`config.mk`:
```
export PLATFORM = sky130hd
export DESIGN_NAME = ast_top
export DESIGN_NICKNAME = d
export VERILOG_FILES = /design/src/rtl/ast_pkg.sv /design/src/rtl/ast_sync3.sv /design/src/rtl/ast_top.sv
export VERILOG_INCLUDE_DIRS = /design/src /design/src/rtl
export SDC_FILE = /design/constraint.sdc
export NUM_CORES = 1
export LEC_CHECK = 0
export ABC_AREA = 0
export BUFFER_PORTS_ARGS = -buffer_cell sky130_fd_sc_hd__buf_4
export CELL_PAD_IN_SITES_DETAIL_PLACEMENT = 0
export CELL_PAD_IN_SITES_GLOBAL_PLACEMENT = 1
export CORE_UTILIZATION = 30
export DETAILED_ROUTE_END_ITERATION = 12
export PLACE_DENSITY = 0.74
export SLEW_MARGIN = 20
export SYNTH_ARGS = -nofsm -noshare
export SYNTH_HDL_FRONTEND = slang
export SYNTH_SLANG_ARGS = --single-unit
```
`constraint.sdc`:
```
create_clock -name i_clk -period 2.1 [get_ports i_clk]
set_input_delay 0.21 -clock i_clk [delete_from_list [all_inputs] [get_ports i_clk]]
set_output_delay 0.21 -clock i_clk [all_outputs]
set_load 0.02 [all_outputs]
```
`src/rtl/ast_defines.svh`:
```
/*
  Named constants for the scan trigger and completion request logic.
  Assumes inclusion by bare name from the package and design modules.
*/
`ifndef AST_DEFINES_SVH
`define AST_DEFINES_SVH

// Number of converter units served.
`define AST_UNITS     3
// Group codes carried on the scan group outputs.
`define AST_GRP_A     2'h0
`define AST_GRP_B     2'h1
`define AST_GRP_C     2'h2
// Trigger source select codes for each group.
`define AST_SEL_MTU   2'h0
`define AST_SEL_PWM   2'h1
`define AST_SEL_BYTE  2'h2
`define AST_SEL_EXT   2'h3
// Level of an external start pin while it is idle.
`define AST_PIN_IDLE  1'h1
// Field widths.
`define AST_GRP_W     2
`define AST_SEL_W     2

`endif

```
`src/rtl/ast_pkg.sv`:
```
/*
  Types shared by the scan trigger logic.
  Assumes ast_defines.svh is on the include path.
*/
`include "ast_defines.svh"

package ast_pkg;

  // One-hot scan sequencer states.
  typedef enum logic [1:0] {
    AST_ST_IDLE = 2'h1,
    AST_ST_BUSY = 2'h2
  } ast_state_t;

endpackage : ast_pkg

```
`src/rtl/ast_sync3.sv`:
```
/*
  Three-stage synchroniser for one asynchronous pin.
  Assumes a single clock i_clk and a synchronous active-high reset.
*/
`timescale 1ns/1ns
`default_nettype none
`include "ast_defines.svh"

module ast_sync3 (
  input  wire logic i_clk,
  input  wire logic i_rst,
  input  wire logic i_d,
  output var  logic o_q
);

  logic s1_r;
  logic s2_r;
  logic s3_r;

  // The first stage feeds only the second stage.
  always_ff @(posedge i_clk) begin
    if (i_rst) begin
      s1_r <= `AST_PIN_IDLE;
      s2_r <= `AST_PIN_IDLE;
      s3_r <= `AST_PIN_IDLE;
    end else begin
      s1_r <= i_d;
      s2_r <= s1_r;
      s3_r <= s2_r;
    end
  end

  // The output follows only once the second and third stages agree.
  always_ff @(posedge i_clk) begin
    if (i_rst) begin
      o_q <= `AST_PIN_IDLE;
    end else if (s2_r == s3_r) begin
      o_q <= s3_r;
    end
  end

endmodule : ast_sync3
`default_nettype wire

```
`src/rtl/ast_top.sv`:
```
/*
  Scan start selection and scan completion requests for three converter units.
  Assumes the analog core reports a finished group scan on i_conv_done and
  that timer triggers are one-cycle pulses on i_clk.
*/
`timescale 1ns/1ns
`default_nettype none
`include "ast_defines.svh"

module ast_top
  import ast_pkg::*;
(
  input  wire logic        i_clk,
  input  wire logic        i_rst,
  input  wire logic [2:0]  i_sw_start,
  input  wire logic        i_mtu_trg,
  input  wire logic        i_pwm_trg,
  input  wire logic        i_byte_trg,
  input  wire logic [2:0]  i_ext_start_pin_n,
  input  wire logic [2:0]  i_mode_double,
  input  wire logic [2:0]  i_mode_group,
  input  wire logic [2:0]  i_three_groups,
  input  wire logic [2:0]  i_grp_prio,
  input  wire logic [5:0]  i_trg_sel_a,
  input  wire logic [5:0]  i_trg_sel_b,
  input  wire logic [5:0]  i_trg_sel_c,
  input  wire logic [2:0]  i_conv_done,
  output var  logic [2:0]  o_scan_start,
  output var  logic [2:0]  o_scan_abort,
  output var  logic [5:0]  o_scan_grp,
  output var  logic [2:0]  o_scan_end_req,
  output var  logic [2:0]  o_group_b_end_req,
  output var  logic [2:0]  o_group_c_end_req
);

  // Selects the trigger pulse named by a source select code.
  function automatic logic trig_hit(input logic [`AST_SEL_W-1:0] sel,
                                    input logic mtu, input logic pwm,
                                    input logic byt, input logic ext);
    case (sel)
      `AST_SEL_MTU:  trig_hit = mtu;
      `AST_SEL_PWM:  trig_hit = pwm;
      `AST_SEL_BYTE: trig_hit = byt;
      default:       trig_hit = ext;
    endcase
  endfunction : trig_hit

  // Picks the highest-priority group among the requests, A first.
  function automatic logic [`AST_GRP_W-1:0] pick_grp(input logic [2:0] req);
    if (req[0]) begin
      pick_grp = `AST_GRP_A;
    end else if (req[1]) begin
      pick_grp = `AST_GRP_B;
    end else begin
      pick_grp = `AST_GRP_C;
    end
  endfunction : pick_grp

  genvar u;
  generate
    for (u = 0; u < `AST_UNITS; u = u + 1) begin : g_unit
      ast_state_t              state_r;
      logic [`AST_GRP_W-1:0]   grp_r;
      logic [2:0]              pend_r;
      logic [2:0]              dbl_r;
      logic                    ext_q;
      logic                    ext_prev_r;
      logic                    ext_fall;
      logic [2:0]              trg;
      logic [2:0]              req;
      logic [`AST_GRP_W-1:0]   next_grp;
      logic                    idle;
      logic                    busy;
      logic                    done;
      logic                    abort;
      logic                    fire;
      logic                    start_r;
      logic                    abort_r;
      logic                    end_a_r;
      logic                    end_b_r;
      logic                    end_c_r;

      // Each unit samples only its own external start pin.
      ast_sync3 u_sync (
        .i_clk (i_clk),
        .i_rst (i_rst),
        .i_d   (i_ext_start_pin_n[u]),
        .o_q   (ext_q)
      );

      // Detects the falling edge of the synchronised pin.
      always_ff @(posedge i_clk) begin
        if (i_rst) begin
          ext_prev_r <= `AST_PIN_IDLE;
        end else begin
          ext_prev_r <= ext_q;
        end
      end
      assign ext_fall = ext_prev_r & ~ext_q;

      // Group triggers; software always starts group A.
      assign trg[0] = i_sw_start[u]
                    | trig_hit(i_trg_sel_a[`AST_SEL_W*u +: `AST_SEL_W], i_mtu_trg, i_pwm_trg,
                               i_byte_trg, ext_fall);
      assign trg[1] = i_mode_group[u]
                    & trig_hit(i_trg_sel_b[`AST_SEL_W*u +: `AST_SEL_W], i_mtu_trg, i_pwm_trg,
                               i_byte_trg, ext_fall);
      assign trg[2] = i_mode_group[u] & i_three_groups[u]
                    & trig_hit(i_trg_sel_c[`AST_SEL_W*u +: `AST_SEL_W], i_mtu_trg, i_pwm_trg,
                               i_byte_trg, ext_fall);
      assign req      = pend_r | trg;
      assign next_grp = pick_grp(req);
      assign idle     = (state_r == AST_ST_IDLE);
      assign busy     = (state_r == AST_ST_BUSY);
      assign done     = busy & i_conv_done[u];
      // A higher group trigger preempts a running lower group scan.
      assign abort    = busy & i_grp_prio[u] & ~i_conv_done[u]
                      & (|req) & (next_grp < grp_r);
      // In double mode only the second completion of a group fires.
      assign fire     = done & (~i_mode_double[u] | dbl_r[grp_r]);

      // Scan sequencer: starts, aborts and finishes group scans.
      always_ff @(posedge i_clk) begin
        if (i_rst) begin
          state_r <= AST_ST_IDLE;
          grp_r   <= `AST_GRP_A;
        end else begin
          case (state_r)
            AST_ST_IDLE: begin
              if (|req) begin
                state_r <= AST_ST_BUSY;
                grp_r   <= next_grp;
              end
            end
            AST_ST_BUSY: begin
              if (abort) begin
                grp_r <= next_grp;
              end else if (done) begin
                state_r <= AST_ST_IDLE;
              end
            end
            default: begin
              state_r <= AST_ST_IDLE;
              grp_r   <= `AST_GRP_A;
            end
          endcase
        end
      end

      // Triggers that cannot start at once wait; the started group clears.
      always_ff @(posedge i_clk) begin
        if (i_rst) begin
          pend_r <= 3'h0;
        end else if ((idle & (|req)) | abort) begin
          pend_r <= req & ~(3'h1 << next_grp);
        end else begin
          pend_r <= req;
        end
      end

      // Counts the first and second completion of each group in double mode.
      always_ff @(posedge i_clk) begin
        if (i_rst) begin
          dbl_r <= 3'h0;
        end else if (done & i_mode_double[u]) begin
          dbl_r[grp_r] <= ~dbl_r[grp_r];
        end
      end

      // Start, abort and completion pulses, each lasting one cycle.
      always_ff @(posedge i_clk) begin
        if (i_rst) begin
          start_r <= 1'h0;
          abort_r <= 1'h0;
          end_a_r <= 1'h0;
          end_b_r <= 1'h0;
          end_c_r <= 1'h0;
        end else begin
          start_r <= (idle & (|req)) | abort;
          abort_r <= abort;
          end_a_r <= fire & (grp_r == `AST_GRP_A);
          end_b_r <= fire & (grp_r == `AST_GRP_B);
          end_c_r <= fire & (grp_r == `AST_GRP_C);
        end
      end

      // Requests go out unchanged to interrupt and transfer controllers.
      assign o_scan_start[u]      = start_r;
      assign o_scan_abort[u]      = abort_r;
      assign o_scan_grp[`AST_GRP_W*u +: `AST_GRP_W] = grp_r;
      assign o_scan_end_req[u]    = end_a_r;
      assign o_group_b_end_req[u] = end_b_r;
      assign o_group_c_end_req[u] = end_c_r;

      sw_start_a: assert property (@(posedge i_clk) disable iff (i_rst)
        idle & i_sw_start[u] |=> o_scan_start[u] && grp_r == `AST_GRP_A)
        else $error("Software start did not begin a group A scan.");

      timer_trig_a: assert property (@(posedge i_clk) disable iff (i_rst)
        idle & i_mtu_trg & (i_trg_sel_a[`AST_SEL_W*u +: `AST_SEL_W] == `AST_SEL_MTU)
          |=> o_scan_start[u])
        else $error("Timer trigger did not start a scan.");

      ext_pin_a: assert property (@(posedge i_clk) disable iff (i_rst)
        idle & ext_fall & (i_trg_sel_a[`AST_SEL_W*u +: `AST_SEL_W] == `AST_SEL_EXT)
          |=> o_scan_start[u])
        else $error("External pin edge did not start a scan.");

      single_end_a: assert property (@(posedge i_clk) disable iff (i_rst)
        done & ~i_mode_double[u] & ~i_mode_group[u] |=> o_scan_end_req[u])
        else $error("Single scan end gave no scan end request.");

      double_first_a: assert property (@(posedge i_clk) disable iff (i_rst)
        done & i_mode_double[u] & ~dbl_r[grp_r] |=> ~o_scan_end_req[u]
          && ~o_group_b_end_req[u] && ~o_group_c_end_req[u])
        else $error("Request raised after first scan of a double scan.");

      group_b_end_a: assert property (@(posedge i_clk) disable iff (i_rst)
        done & ~i_mode_double[u] & (grp_r == `AST_GRP_B)
          |=> o_group_b_end_req[u] && ~o_scan_end_req[u])
        else $error("Group B end did not raise its own request.");

      group_c_end_a: assert property (@(posedge i_clk) disable iff (i_rst)
        done & ~i_mode_double[u] & (grp_r == `AST_GRP_C) |=> o_group_c_end_req[u])
        else $error("Group C end did not raise its own request.");

      end_pulse_a: assert property (@(posedge i_clk) disable iff (i_rst)
        o_scan_end_req[u] |=> ~o_scan_end_req[u])
        else $error("Scan end request lasted more than one cycle.");

      prio_abort_a: assert property (@(posedge i_clk) disable iff (i_rst)
        busy & i_grp_prio[u] & ~i_conv_done[u] & (grp_r == `AST_GRP_B) & trg[0]
          |=> o_scan_abort[u] && o_scan_start[u] && grp_r == `AST_GRP_A)
        else $error("Group A trigger did not preempt group B scan.");
    end
  endgenerate

endmodule : ast_top
`default_nettype wire

```
Word-level counts from Yosys, hierarchy flattened
Index checks and enable logic that the tools add are counted.
- memories: 0
- bits in registers: 60
- latch bits: 0
- RAM bits: 0
- ROM bits: 0
- logic and storage cells: 252
- output and inout port bits: 21
- multiply operators: 0
- bitwise gates (word level): 75
- add/subtract/negate cells: 0
- multiplexer cells: 54
- shift-type cells: 3
- reductions and logical operators: 24
- equal/unequal tests: 45
- $lt $le $gt $ge: 9
- divide/modulo/power cells: 0
- operator list (kind ; count):
    bitwise AND 1 bit ; 45
    two-way mux 2 bit ; 21
    == test 2 x 1 -> 1 bit (second input constant) ; 15
    == test 2 bit (second input constant) ; 15
    one-hot mux 1 bit (3 select lines) ; 9
    logical NOT 2 bit ; 12
    one-hot mux 2 bit (2 select lines) ; 6
    inequality test 2 x 1 -> 1 bit (second input constant) ; 9
    inverter 1 bit ; 12
    bitwise AND 3 bit ; 3
    bitwise mux 3 bit ; 3
    < comparator 2 x 3 -> 1 bit (second input constant) ; 3
    two-way mux 3 bit ; 3
    inverter 3 bit ; 3
    OR 1 bit ; 9
    OR 3 bit ; 3
    AND reduction 3 bit ; 3
    OR reduction 3 bit ; 3
    << shifter 1 x 2 -> 3 bit (first input constant) ; 3
    binary-select mux 1 bit (select 2 bit) ; 3
    demux 1 bit (select 2 bit) ; 3
    greater-or-equal comparator 2 x 1 -> 1 bit (second input constant) ; 3
    < comparator 2 bit ; 3
    two-way mux 1 bit ; 6
    other kinds (4) ; 12

Logic depth before layout (Yosys ltp)
- word-level depth: 11
- depth in mapped cells: 10
- gate-level depth less buffers: 10

Modules after synthesis
Synthesis repeated with hierarchy kept, for this count alone.
- cell total of the unflattened synthesis: 328
- area total of the unflattened synthesis: 2942.8 sq um
- modules (own cells, without submodules) (module ; sequential area each (sq um) ; cells an instance ; area an instance (sq um) ; instances):
    ast_top ; 960.9 ; 298 ; 2597.5 ; 1
    ast_sync3 ; 80.1 ; 10 ; 115.1 ; 3

Worst setup path after synthesis
No wires, ideal clock.
- path kind: input to register
- from: in i_trg_sel_b[2]
- to: reg g_unit[1].grp_r[0]
- cell stages on the path: 10
- slack: -0.086 ns
- buffers on the path: 0
- required time: 1.973 ns
- setup time: 0.127 ns
- arrival time: 2.059 ns
- cells stage by stage: mux2_2 > a31oi_1 > o21ai_1 > nor3_1 > ha_1 > nand2b_1 > nand4b_1 > a31o_2 > o2111ai_1 > o41ai_1
- longest elaborated chain between the ends: 10
- elaborated cells on any way between the ends: 18
- those cells by class: order compare: 1; eq/ne: 4; mux: 6; bitwise: 4; reduce/logical: 3
- RTL lines (what ; RTL line ; RTL):
    start, declared ; ast_top.sv:25 ; input wire logic [5:0] i_trg_sel_b,
    == test 2 bit, or another cell as far along ; ast_top.sv:40 ; case (sel)
    one-hot mux 1 bit (3 select lines) * ; ast_top.sv:40 ;
    bitwise AND 1 bit * ; ast_top.sv:105 ; assign trg[1] = i_mode_group[u]
    OR 3 bit * ; ast_top.sv:111 ; assign req = pend_r | trg;
    two-way mux 2 bit ; ast_top.sv:52 ; end else if (req[1]) begin
    two-way mux 2 bit ; ast_top.sv:50 ; if (req[0]) begin
    < comparator 2 bit ; ast_top.sv:118 ; & (|req) & (next_grp < grp_r);
    bitwise AND 1 bit ; ast_top.sv:118 ;
    inequality test 2 x 1 -> 1 bit (no source line) ; n/a ;
    AND reduction 2 bit (no source line) ; n/a ;
    end signal, assigned ; ast_top.sv:126 ; grp_r <= `AST_GRP_A;
    end signal, assigned ; ast_top.sv:132 ; grp_r <= next_grp;
    end signal, assigned ; ast_top.sv:137 ; grp_r <= next_grp;
    end, declared ; ast_top.sv:63 ; logic [`AST_GRP_W-1:0] grp_r;
Mark *: on every way between the ends. The rest lies on a longest branch, timed or not. The select of a mux whose other input is x is not followed.
A chain may end at the register's enable or synchronous reset.

Worst setup path in the final report
- from: reg g_unit[1].ext_prev_r
- to: reg g_unit[1].grp_r[0]
- longest elaborated chain between the ends: 10
- elaborated cells on any way between the ends: 20
- those cells by class: order compare: 1; eq/ne: 2; mux: 8; bitwise: 7; reduce/logical: 2
- RTL lines (what ; RTL line ; RTL):
    start, declared ; ast_top.sv:67 ; logic ext_prev_r;
    start signal, assigned ; ast_top.sv:94 ; ext_prev_r <= `AST_PIN_IDLE;
    start signal, assigned ; ast_top.sv:96 ; ext_prev_r <= ext_q;
    bitwise AND 1 bit * ; ast_top.sv:99 ; assign ext_fall = ext_prev_r & ~ext_q;
    one-hot mux 1 bit (3 select lines) ; ast_top.sv:40 ;
    bitwise AND 1 bit ; ast_top.sv:105 ;
    OR 3 bit * ; ast_top.sv:111 ;
    two-way mux 2 bit ; ast_top.sv:52 ;
    two-way mux 2 bit ; ast_top.sv:50 ;
    < comparator 2 bit ; ast_top.sv:118 ;
    bitwise AND 1 bit ; ast_top.sv:118 ;
    inequality test 2 x 1 -> 1 bit (no source line) ; n/a ;
    AND reduction 2 bit (no source line) ; n/a ;
Marks and branches as above.

==> impl_metrics.yaml <==
power:
  switchingPower_uw: 825
  p_leak_nw: 1.59
  p_int_mw: 2.24
  comb_power_share_pct: 20.6
  power_frac_clock_pct: 38.3
  p_total_mw: 3.06
  p_per_area_nw_per_um2: 790
  sw_frac_of_total_pct: 27.0
  ir_worst_vdd_mv: 0.276
  seqPwrFrac_pct: 41.2
layout:
  area_delta_synth_final_pct: 31.8
  fin_util_pct: 41.3
  nNetsFinal: 452
  drive_gt1_share_pct: 33.9
  n_antenna_cell: 0
  fill_cells: 967
  layout_common_cells: "buf_4, dfxtp_1, nor2_1, inv_1, o21ai_0"
  final_common_cell: "buf_4"
detailed_routing:
  drt_iter0_drc: 111
  drc_errors: 0
  routedWlPerCell_um: 12.9
  antenna_left: 0
  vias: 2552
  routed_wirelength_um: 6850
  first_pass_iters: 4
  via_per_inst: 4.79
sta:
  max-slew-margin-rel_pct: 64.7
  skew_ns: 0.00480
  setup_viol: 1
  min_period_ns: 2.12
  worst_slack_ns: -0.0175
  max_freq_ghz: 0.472
  slew_viol_final: 0
  finalHoldViolations: 0
  period_share_pct: 101
  worst_slew_pin_slew_ns: 0.528
  rsz0062_at_grt: "yes"
critical_path:
  crit_buf_inv: 0
  crit_required_ns: 2.31
  worstPathCellList: "nor2b_4 -> mux2i_2 -> o21ai_2 -> nor3_2 -> ha_1 -> nand2b_1 -> nand4b_1 -> a31o_4 -> o2111ai_4 -> o41ai_2"
  start_kind: "flip-flop"
  slowest_delay_ns: 0.32
  endpoint_kind: "flip-flop"
  path_class: "reg -> reg"
  slowest_stage: "dfxtp_2"
  arrival_ns: 2.33
  crit_family: "compound AO/OA/AOI/OAI gates"
  path_max_fanout: 4
yosys:
  synth.cell_area_um2: 2940
  yosys_most_used_dff: "dfxtp_1"
  synthArstFlopShare_pct: 0
  yosysWarnings: 0
  avgSynthCellArea_um2: 8.96
  yosys_register_bits: 60
  synth_edf_count: 0
  synth-seq-area-share_pct: 40.9
  synth_cell_type_count: 54
  syn-num-nets: 380
  netlist_instances: 328
min_path:
  hold_path.class: "in -> reg"
global_routing:
  grt_start_max_net_pins: 45
  grt_usage_pct: 14.6
  grt_pass1_vias: 2454
  grt_pass1_wl_um: 11400
  antenna_found_initial: 0
  gr-total-overflow: 0
placed_design:
  routabilityCongestion: 0.809
  numPortBuffers: 64
  dpl_worst_slack_ns: -0.189
  dp_hpwl_um: 5130
floorplan:
  dieArea_um2: 10200
  core-area_um2: 9370
  start_util_pct: 31.3
  dieHeight_um: 101
  num_rows: 35
  io_pins: 65
  fp.dieW_um: 101
clock_network:
  clkTransAtPathRegs_ns: 0.07
  root_buffer: "clkbuf_8"
  cts_tree: "done"
  clock_latency_ns: 0.33
  ctsHtreeMaxLevel: 3
  cts-buffers-inserted: 9
  cts_num_sinks: 60
  clockBufferDepth: 2
status:
  outcome: "complete, but fails checks"
  violations: "setup timing"
flow_run:
  drv_cap: 0
metal layers:
metal  global-route usage (%)  vias to the layer above  wire length (um)
li1                         -                     1295                 -
met1                     17.2                     1198              3070
met2                     24.7                       47              3350
met3                     3.54                       12               313
met4                     7.25                        0               115
met5                        0                        -                 0
path summary, 6_finish.rpt:
kind | startpoint | endpoint | slack (ns) | cells after the start
hold / removal | i_ext_start_pin_n[2] | g_unit[2].u_sync.s1_r | 0.05 | 2
setup reg to reg | g_unit[1].ext_prev_r | g_unit[1].grp_r[0] | -0.02 | 10
setup / recovery | g_unit[1].ext_prev_r | g_unit[1].grp_r[0] | -0.02 | 10
hold reg to reg | g_unit[0].u_sync.s1_r | g_unit[0].u_sync.s2_r | 0.41 | 1
power by group through the flow:
| stage | clock network (mW) | registers [mW] | logic (mW) |
|---|---|---|---|
| after floorplan | 0 | 1.28 | 0.375 |
| after global placement | 0 | 1.28 | 0.592 |
| after detailed placement | 0 | 1.28 | 0.599 |
| after CTS | 1.21 | 1.26 | 0.604 |
| after global routing | 1.27 | 1.27 | 0.704 |
| final | 1.17 | 1.26 | 0.629 |
flip-flops by register name (all words and copies together) (netlist names):
name and cells:
g_unit.state_r 6, g_unit.ext_prev_r 3, g_unit.end_b_r 3, g_unit.end_a_r 3, g_unit.abort_r 3, g_unit.pend_r 9
g_unit.end_c_r 3, g_unit.u_sync.s1_r 3, g_unit.start_r 3, g_unit.u_sync.o_q 3, g_unit.u_sync.s3_r 3, g_unit.grp_r 6
g_unit.u_sync.s2_r 3, g_unit.dbl_r 9
Yosys cell counts (3+ instances only):
cell	instances	share of area (%)
o2111ai_1	5	1.5
or3_1	6	1.3
clkbuf_1	5	0.64
o21ai_1	6	1.0
buf_4	15	3.8
and2_1	3	0.64
nand2_1	15	1.9
nand4_1	3	0.64
dfxtp_1	60	41
inv_1	19	2.4
a31oi_1	5	1.1
a211oi_1	6	1.5
nor2_1	34	4.3
or2_2	12	2.6
nand2b_1	7	1.5
a21oi_1	12	2.0
o211ai_1	3	0.77
mux2_2	3	1.1
mux2i_1	10	3.4
o221ai_1	3	0.89
o21a_1	6	1.5
ha_1	8	3.4
o21ai_0	17	2.9
nor3_1	13	2.2
nand4b_1	5	1.5
nand3_1	7	1.2
nor2b_1	5	1.1
xnor2_1	3	0.89
through the flow:
step	cells	instance area [um^2]	hold slack, ns	setup TNS, ns
2_1_floorplan	328	2940	0.314	0
3_3_place_gp	516	3560	0.392	-0.787
3_5_place_dp	516	3560	0.398	-1.18
4_1_cts	531	3790	0.0328	0
5_1_grt	533	3870	0.0442	-0.810
6_report	533	3870	0.0524	-0.0175
layout make-up:
class / instances / area, um^2 / share of cell area (%)
Clock inverter: 4 / 72.6 / 1.87
Timing Repair Buffer: 84 / 631 / 16.3
Sequential cell: 60 / 1200 / 31.1
Multi-Input combinational cell: 226 / 1580 / 40.8
Tap cell: 129 / 161 / 4.17
Clock buffer: 11 / 151 / 3.91
Inverter: 19 / 71.3 / 1.84
cells by family after synthesis:
family          share of synthesized area (%)
simple gates                             21.8
mux                                      6.73
buf+inv                                  7.79
xor+xnor                                0.895
fa+ha+maj                                3.41
flops                                    40.9
compound gates                           18.4
timing repair:
item                                    4_1_cts  5_1_grt
endpoints found under the setup margin        1       13
pin swaps                                     0        7
setup buffers                                 0        2
hold buffers                                  0        0
gates resized for setup                       1       14
Note: power is estimated with default switching activity, not from simulation.
